==> src/core/cif_regs.vh <==
// constants for the contact input function logic
`ifndef CIF_REGS_VH
`define CIF_REGS_VH
// function selector encodings (4 bits)
`define CIF_FN_WIDTH        4
`define CIF_FN_UNUSED       4'h0
`define CIF_FN_ALARM_ACK    4'h1
`define CIF_FN_SP_CHOICE    4'h2
`define CIF_FN_KEYLOCK      4'h3
`define CIF_FN_TIMER_CLEAR  4'h4
`define CIF_FN_TIMER_GO     4'h5
`define CIF_FN_TIMER_GOCLR  4'h6
`define CIF_FN_TIMER_PAUSE  4'h7
`define CIF_FN_MANUAL       4'h8
`define CIF_FN_IDLE         4'h9
// selector reset value
`define CIF_FN_RESET        4'h0
// debounce time in microseconds and cycles at 250 MHz
`define CIF_CLK_MHZ         250
`define CIF_DEBOUNCE_US     10
`define CIF_DEBOUNCE_CYC    (`CIF_DEBOUNCE_US * `CIF_CLK_MHZ)
`define CIF_DEBOUNCE_W      12
// last count of the window, debounce cycles minus one; keep in step with the above
`define CIF_DEBOUNCE_LAST   12'h9C3
`endif

==> src/core/cif_contact_inputs.v <==
// contact input function mapping for two contact closure inputs
`include "cif_regs.vh"
// a pin change reaches contact_level once it has held for the
// whole debounce window, and the function outputs one cycle later;
// level-defined functions follow the filtered contact, the rest fire
// once per filtered closure or opening
// a selector write takes effect at the next clock edge
// two inputs share one decoder; their results are or-ed
// What this block does
// act on closing edge unless level-defined
// per-input selector, resets to unused
// closure acknowledges all active alarms
// closed picks setpoint two, open one
// closed contact locks front panel keys
// closure resets a running timer
// closure starts the timer running
// run while closed, reset on opening
// closure freezes timer at elapsed value
// held closure in auto selects manual
// close then open in manual returns auto
// idle mode forces all demand zero
// second input offers identical functions
// synchronise and debounce each input
module cif_contact_inputs
(
  // clock and synchronous reset
  input  wire       clk,
  input  wire       rst_b,
  // raw contact pins, asynchronous to clk
  input  wire       contact_one_in,
  input  wire       contact_two_in,
  // configuration from the set-up logic
  input  wire       input_two_fitted,
  input  wire       sel_wr,
  input  wire [3:0] input_one_function_select_in,
  input  wire [3:0] input_two_function_select_in,
  // controller state
  input  wire       alarms_active,
  input  wire       timer_running,
  input  wire       ctrl_is_manual,
  // selector readback
  output wire [3:0] input_one_function_select,
  output wire [3:0] input_two_function_select,
  // alarm acknowledge pulse
  output wire       alarm_ack,
  // level-defined outputs
  output wire       setpoint_two_sel,
  output wire       setpoint_choice_active,
  output wire       panel_locked,
  // timer and mode pulses
  output wire       timer_clear,
  output wire       timer_go,
  output wire       timer_pause,
  output wire       manual_req,
  output wire       auto_req,
  // zero demand
  output wire       demand_zero,
  // filtered contact levels
  output wire [1:0] contact_level
);
  // selector store and input front end
  reg  [3:0] fn_reg [0:1];      // function selectors per input
  wire [1:0] pin_sync;          // synchronised pins
  wire [1:0] lvl;               // debounced levels
  wire [1:0] rise;              // closing edges
  wire [1:0] fall;              // opening edges
  wire [1:0] pin_raw;           // pins in index order
  reg  [1:0] man_armed_reg;     // closure seen while in manual
  // registered decode results
  reg        alarm_ack_reg;     // acknowledge pulse
  reg        sp_two_reg;        // setpoint two selected
  reg        sp_act_reg;        // setpoint choice owned by an input
  reg        lock_reg;          // panel lock
  reg        clr_reg;           // timer clear pulse
  reg        go_reg;            // timer go pulse
  reg        pause_reg;         // timer pause pulse
  reg        man_reg;           // manual request pulse
  reg        auto_reg;          // auto request pulse
  reg        zero_reg;          // demand forced to zero

  // next values, built fresh each cycle by the decoder
  reg        ack_next;          // acknowledge wanted
  reg        sp_two_next;       // setpoint two wanted
  reg        sp_act_next;       // some input owns setpoint choice
  reg        lock_next;         // lock wanted
  reg        clr_next;          // clear wanted
  reg        go_next;           // go wanted
  reg        pause_next;        // pause wanted
  reg        man_next;          // manual wanted
  reg        auto_next;         // auto wanted
  reg        zero_next;         // zero demand wanted
  reg  [1:0] man_armed_next;    // arming for the next cycle

  // decoder scratch
  reg  [3:0] fn;                // selector of the input in hand
  integer    i;                 // input index

  // gather both pins so the loop below can index them
  assign pin_raw = {contact_two_in, contact_one_in};

  // one synchroniser and filter per input
  // pins are asynchronous; nothing reads them before two flops
  // a throw that chatters still yields one filtered event
  genvar g;
  generate
    for (g = 0; g < 2; g = g + 1)
    begin : gen_in
      cif_sync u_sync
      (
        .clk      (clk),
        .rst_b    (rst_b),
        .pin_in   (pin_raw[g]),
        .pin_sync (pin_sync[g])
      );
      cif_debounce u_deb
      (
        .clk    (clk),
        .rst_b  (rst_b),
        .raw_in (pin_sync[g]),
        .level  (lvl[g]),
        .rise   (rise[g]),
        .fall   (fall[g])
      );
    end
  endgenerate

  // selector storage; unfitted second input stays unused
  always @(posedge clk)
  begin
    if (!rst_b)
    begin
      // both inputs unused until configured
      fn_reg[0] <= `CIF_FN_RESET;
      fn_reg[1] <= `CIF_FN_RESET;
    end
    else if (sel_wr)
    begin
      // a write loads both selectors together
      fn_reg[0] <= input_one_function_select_in;
      // an input that is not fitted never carries a function
      fn_reg[1] <= input_two_fitted ? input_two_function_select_in : `CIF_FN_RESET;
    end
  end

  // map both inputs through one shared decoder; results are or-ed
  // levels feed the level-defined functions, edges the rest
  // or-ing lets both inputs share a function without a conflict
  always @*
  begin
    // every output defaults low on every path
    ack_next       = 1'b0;
    sp_two_next    = 1'b0;
    sp_act_next    = 1'b0;
    lock_next      = 1'b0;
    clr_next       = 1'b0;
    go_next        = 1'b0;
    pause_next     = 1'b0;
    man_next       = 1'b0;
    auto_next      = 1'b0;
    zero_next      = 1'b0;
    // arming carries over unless a branch below changes it
    man_armed_next = man_armed_reg;
    // scratch value set first so no latch is inferred
    fn             = `CIF_FN_UNUSED;
    // the same decoder serves both inputs
    for (i = 0; i < 2; i = i + 1)
    begin
      fn = fn_reg[i];
      // codes ten to fifteen fall to the default and act as unused
      case (fn)
        `CIF_FN_ALARM_ACK:
        begin
          // edge only, every active alarm at once
          ack_next = ack_next | (rise[i] & alarms_active);
        end
        `CIF_FN_SP_CHOICE:
        begin
          // closed picks setpoint two, open setpoint one
          sp_act_next = 1'b1;
          sp_two_next = sp_two_next | lvl[i];
        end
        `CIF_FN_KEYLOCK:
        begin
          // level-defined: the lock lasts as long as the closure
          lock_next = lock_next | lvl[i];
        end
        `CIF_FN_TIMER_CLEAR:
        begin
          // only a running sequence is sent back to reset
          clr_next = clr_next | (rise[i] & timer_running);
        end
        `CIF_FN_TIMER_GO:
        begin
          // one start request per filtered closure
          go_next = go_next | rise[i];
        end
        `CIF_FN_TIMER_GOCLR:
        begin
          // closure runs the timer, opening clears it whatever its state
          go_next  = go_next | rise[i];
          clr_next = clr_next | fall[i];
        end
        `CIF_FN_TIMER_PAUSE:
        begin
          // the timer itself keeps the elapsed value
          pause_next = pause_next | rise[i];
        end
        `CIF_FN_MANUAL:
        begin
          // in auto a closure held past debounce selects manual
          if (!ctrl_is_manual && rise[i])
          begin
            // nothing armed: the opening of this throw must not return to auto
            man_next          = 1'b1;
            man_armed_next[i] = 1'b0;
          end
          else if (ctrl_is_manual && rise[i])
          begin
            // in manual a closure only arms the return
            man_armed_next[i] = 1'b1;
          end
          else if (ctrl_is_manual && fall[i] && man_armed_reg[i])
          begin
            // the opening completes the return to auto
            auto_next         = 1'b1;
            man_armed_next[i] = 1'b0;
          end
          else if (!ctrl_is_manual)
          begin
            // back in auto by other means: drop a stale arm
            man_armed_next[i] = 1'b0;
          end
        end
        `CIF_FN_IDLE:
        begin
          // zero demand for as long as the contact stays closed
          zero_next = zero_next | lvl[i];
        end
        default:
        begin
          // unused: input changes have no effect
          man_armed_next[i] = 1'b0;
        end
      endcase
      // arming belongs to the manual function alone
      if (fn != `CIF_FN_MANUAL)
      begin
        man_armed_next[i] = 1'b0;
      end
    end
  end

  // register every output so data outputs come from flip-flops
  always @(posedge clk)
  begin
    if (!rst_b)
    begin
      // all outputs low in reset, nothing armed
      alarm_ack_reg <= 1'b0;
      sp_two_reg    <= 1'b0;
      sp_act_reg    <= 1'b0;
      lock_reg      <= 1'b0;
      clr_reg       <= 1'b0;
      go_reg        <= 1'b0;
      pause_reg     <= 1'b0;
      man_reg       <= 1'b0;
      auto_reg      <= 1'b0;
      zero_reg      <= 1'b0;
      man_armed_reg <= 2'h0;
    end
    else
    begin
      // pulses last exactly one cycle; levels track the decode
      alarm_ack_reg <= ack_next;
      sp_two_reg    <= sp_two_next;
      sp_act_reg    <= sp_act_next;
      lock_reg      <= lock_next;
      clr_reg       <= clr_next;
      go_reg        <= go_next;
      pause_reg     <= pause_next;
      man_reg       <= man_next;
      auto_reg      <= auto_next;
      zero_reg      <= zero_next;
      // arming is internal state, never an output
      man_armed_reg <= man_armed_next;
    end
  end

  // readback and function outputs come straight from flip-flops
  // contact_level is the filter's own register
  assign input_one_function_select = fn_reg[0];
  assign input_two_function_select = fn_reg[1];
  assign alarm_ack                 = alarm_ack_reg;
  assign setpoint_two_sel          = sp_two_reg;
  assign setpoint_choice_active    = sp_act_reg;
  assign panel_locked              = lock_reg;
  assign timer_clear               = clr_reg;
  assign timer_go                  = go_reg;
  assign timer_pause               = pause_reg;
  assign manual_req                = man_reg;
  assign auto_req                  = auto_reg;
  assign demand_zero               = zero_reg;
  assign contact_level             = lvl;
endmodule

==> src/core/cif_debounce.v <==
// debounce filter with closing and opening edge pulses
`include "cif_regs.vh"
module cif_debounce
(
  input  wire clk,
  input  wire rst_b,
  input  wire raw_in,
  output wire level,
  output wire rise,
  output wire fall
);
  reg                        level_reg; // accepted contact level
  reg [`CIF_DEBOUNCE_W-1:0]  cnt_reg;   // stability counter
  reg                        rise_reg;  // closure pulse
  reg                        fall_reg;  // opening pulse

  // accept a new level only after it has held for the whole window
  always @(posedge clk)
  begin
    if (!rst_b)
    begin
      level_reg <= 1'b0;
      cnt_reg   <= {`CIF_DEBOUNCE_W{1'b0}};
      rise_reg  <= 1'b0;
      fall_reg  <= 1'b0;
    end
    else
    begin
      rise_reg <= 1'b0;
      fall_reg <= 1'b0;
      if (raw_in == level_reg)
      begin
        cnt_reg <= {`CIF_DEBOUNCE_W{1'b0}};
      end
      else if (cnt_reg == `CIF_DEBOUNCE_LAST)
      begin
        // bounce inside the window restarts it, so one event per change
        level_reg <= raw_in;
        cnt_reg   <= {`CIF_DEBOUNCE_W{1'b0}};
        rise_reg  <= raw_in;
        fall_reg  <= ~raw_in;
      end
      else
      begin
        cnt_reg <= cnt_reg + {{(`CIF_DEBOUNCE_W-1){1'b0}}, 1'b1};
      end
    end
  end

  assign level = level_reg;
  assign rise  = rise_reg;
  assign fall  = fall_reg;
endmodule

==> src/core/cif_sync.v <==
// two flip-flop synchroniser for one contact pin
module cif_sync
(
  input  wire clk,
  input  wire rst_b,
  input  wire pin_in,
  output wire pin_sync
);
  reg meta_reg; // first stage, read only by second
  reg sync_reg; // second stage

  // double register the asynchronous pin
  always @(posedge clk)
  begin
    if (!rst_b)
    begin
      meta_reg <= 1'b0;
      sync_reg <= 1'b0;
    end
    else
    begin
      meta_reg <= pin_in;
      sync_reg <= meta_reg;
    end
  end

  assign pin_sync = sync_reg;
endmodule

==> config.mk <==
export PLATFORM = sky130hd
export DESIGN_NAME = cif_contact_inputs
export DESIGN_NICKNAME = d
export VERILOG_FILES = /design/src/core/cif_contact_inputs.v /design/src/core/cif_debounce.v /design/src/core/cif_sync.v
export VERILOG_INCLUDE_DIRS = /design/src /design/src/core
export SDC_FILE = /design/constraint.sdc
export NUM_CORES = 1
export LEC_CHECK = 0
export ABC_AREA = 0
export BUFFER_PORTS_ARGS = -buffer_cell sky130_fd_sc_hd__buf_2
export CORE_ASPECT_RATIO = 1.1
export CORE_UTILIZATION = 55
export CTS_BUF_LIST = sky130_fd_sc_hd__clkbuf_4 sky130_fd_sc_hd__clkbuf_8 sky130_fd_sc_hd__clkbuf_16
export DETAILED_ROUTE_END_ITERATION = 10
export PLACE_DENSITY = 0.89
export SYNTH_ARGS = -nofsm -noshare
export SYNTH_HDL_FRONTEND = slang
export SYNTH_HIERARCHICAL = 1
export SYNTH_SLANG_ARGS = --single-unit
export TNS_END_PERCENT = 30
==> constraint.sdc <==
create_clock -name clk -period 2.31 [get_ports clk]
set_input_delay 0 -clock clk [delete_from_list [all_inputs] [get_ports clk]]
set_output_delay 0 -clock clk [all_outputs]
set_load 0.02 [all_outputs]
==> reports/qor.csv <==
stage,metric,value,unit
run_status,status,finished clean,
layout,fin_nets,298,
worst_setup_path,critical_path_depth,4,
synthesis,synth_common_cells,"dfxtp_1, nand2_1, nor2_1",
synthesis,yosysMostFrequentCell,dfxtp_1,
detailed_routing,drt_wl_total,4.298,mm
worst_setup_path,startpoint,gen_in[1].u_deb/cnt_reg[0],
pwr,p_leak,0.9917,nW
grt,grt_max_degree,31,
worst_setup_path,required,2.54,ns
worst_setup_path,rrSetupSlack,0.57,ns
sta,setup_tns,0,ns
synthesis,synthSimpleGateAreaFrac,0.3137,
worst_setup_path,critPathMaxStageDelay,0.52,ns
floorplanning,num_rows,24,
worst_setup_path,critical_path.endpoint,gen_in[1].u_deb/level,
synthesis,yosysUniqueCellTypes,48,
worst_setup_path,crit_buf_inv,0,
detailed_routing,drt_iter0_markers,158,
placed_design,dpl.hpwl,3.043,mm
layout,largest_register_ffs,24,
layout,drive_above_1_share,0.2036,
detailed_routing,firstDrtPassIters,4,
detailed_routing,drc_errors,0,
detailed_routing,drtAntennaViolNets,0,
sta,drv_slew,0,
synthesis,synth_mux_area_frac,0.008434,
clock_network,cts.repair.resized,0,
sta,max_freq,574.9,MHz
clock_network,cts.clk_slew.worst_paths,0.09,ns
synthesis,synth_flop_cell,dfxtp_1,
floorplanning,die_width,64.64,microns
placed_design,routabilityCongestion,0.7633,
synthesis,synth-edff-count,8,
synthesis,syn_area,0.002374,sq mm
detailed_routing,vias_per_cell,5.560,
layout,syn2layout_area_growth,15.13,%
grt,grt_pass1_wl,7.348,mm
synthesis,synthTopCellsByArea,"dfxtp_1, edfxtp_1, xnor2_1, and3_1, nand3_1",
floorplanning,core-area,0.004054,sq mm
layout,n_antenna_cell,0,
min_path,min_path_cells,2,
sta,finClkSkew,0.01137,ns
worst_setup_path,critical_path_class,reg2reg,
floorplanning,die-area,0.004583,sq mm
sta,finalSetupViolations,0,
clock_network,root_buffer,clkbuf_8,
clock_network,numCtsBuffers,5,
flow_run,max-cap-violations,0,
placed_design,portBuffers,36,
floorplanning,die_h,70.90,microns
clock_network,cts_tree,yes,
synthesis,syn_avg_cell_area,9.973,sq um
synthesis,ys_seq_area_frac,0.4892,
worst_setup_path,ff2ff_path_depth,4,
min_path,min_path_type,in2reg,
worst_setup_path,cp_slowest_cell,nor3_4,
sta,relSlewSlack,0.6342,
sta,finalCritPeriodShare,0.7530,
clock_network,cts_hold_buf,4,
worst_setup_path,reg2reg_from,gen_in[1].u_deb/cnt_reg[0],
synthesis,yosysTopAreaCell,dfxtp_1,
grt,antenna_found_initial,0,
clock_network,htree_num_levels,2,
synthesis,async_flop_share,0,
synthesis,netlist.area_leader.share,0.3880,
floorplanning,initial_core_util,0.5855,
detailed_routing,num_vias,1846,
synthesis,synth_xor_area_frac,0.05904,
sta,period_minus_slack,1.739,ns
sta,hold_viol_final,0,
grt,grt_util_all_layers,0.2048,
worst_setup_path,crit_path_end_kind,flop,
synthesis,synthAdderAreaFrac,0.01054,
synthesis,netlist_instances,238,
synthesis,synth_top_family_by_area,simple AND/OR/NAND/NOR gates,
grt,grt_pass1_vias,1720,
worst_setup_path,cp_top_family,simple AND/OR/NAND/NOR gates,
clock_network,clk_latency,0.30,ns
worst_setup_path,crit_arrival,1.97,ns
clock_network,postCtsSetupBuffers,0,
detailed_routing,drt-wirelength-per-cell,12.95,microns
floorplanning,ios,37,
sta,rsz0062_at_grt,false,
clock_network,cts.sinks,54,
synthesis,synth_compound_area_frac,0.08382,
worst_setup_path,crit_chain,ha_1 > nand4_1 > nor3_4 > mux2i_1,
pwr,p_per_area,637.2,mW/mm^2
sta,whs,0.004838,ns
clock_network,cts_buffer_depth,2,
synthesis,ys_seq_elements,54,
grt,overflow,0,
pwr,ir_drop,0.3748,mV
synthesis,synth_fp_nets,257,
worst_setup_path,regToRegEndpoint,gen_in[1].u_deb/level,
worst_setup_path,cp_max_fo,13,
synthesis,yosys_warnings,6,
worst_setup_path,start_kind,flop,
sta,tightest_slew,0.5470,ns
[logic make-up after synthesis]
logic type	after synthesis
xor+xnor	16
flops	54
buf+inv	15
fa+ha+maj	2
simple gates	120
mux	2
compound gates	29
[metal layers]
layer  vias to the layer above  GRT usage  share of wire
li1                        950          -              -
met1                       851     0.2516           0.45
met2                        36     0.3415           0.49
met3                         9    0.05161          0.030
met4                         0    0.08395          0.020
met5                         -          0              0
[per-stage QoR]
stage	cells	power (W)	setup slack (ns)	utilization	cell area (sq um)
after floorplan	238	0.001069	0.7252	-	2374
after global placement	320	0.001104	0.6330	0.6346	2572
after detailed placement	320	0.001107	0.5997	0.6346	2572
after CTS	332	0.001754	0.5709	0.6741	2733
after global routing	332	0.001804	0.4435	0.6741	2733
final	332	0.001741	0.5705	0.6741	2733
[worst min-delay path by stage]
stage | startpoint | end
global placement | contact_two_in | gen_in[1].u_sync/meta_reg
global route | input_one_function_select_in[1] | fn_reg[0][1]
floorplan | contact_one_in | gen_in[0].u_sync/meta_reg
detailed placement | contact_two_in | gen_in[1].u_sync/meta_reg
finish | input_two_function_select_in[3] | fn_reg[0][7]
CTS | input_two_function_select_in[3] | fn_reg[0][7]
[power by group]
| part | internal (W) | total [W] | switching, W |
|---|---|---|---|
| logic | 0.0000448 | 0.0000950 | 0.0000503 |
| registers | 0.000970 | 0.000995 | 0.0000250 |
| clock network | 0.000365 | 0.000651 | 0.000286 |
[layout by cell type, fill, tap and decap left out, types with 3 or more instances in the layout]
master         instances
a211oi_1               6
a21boi_0               4
a21oi_1                3
and2_1                 5
and3_1                11
buf_2                 36
clkbuf_8               6
dfxtp_1               46
dlygate4sd3_1          4
edfxtp_1               8
inv_1                  8
nand2_1               16
nand3_1               13
nand4_1                9
nand4b_1               3
nor2_1                16
nor2b_1                6
nor3_1                11
nor3b_1                4
o21ai_0                7
o31ai_1                3
or3_1                  5
xnor2_1                9
xor2_1                 7
[layout make-up]
| class | instances | area, sq um |
|---|---|---|
| well taps | 52 | 65.06 |
| clock inverters | 1 | 30.03 |
| repair buffers | 41 | 227.7 |
| flip-flops and latches | 54 | 1161 |
| clock buffers | 7 | 90.09 |
| fillers | 328 | 1321 |
| inverters | 8 | 30.03 |
| multi-input cells | 169 | 1129 |
No activity file was read; power rests on OpenSTA's default activity.
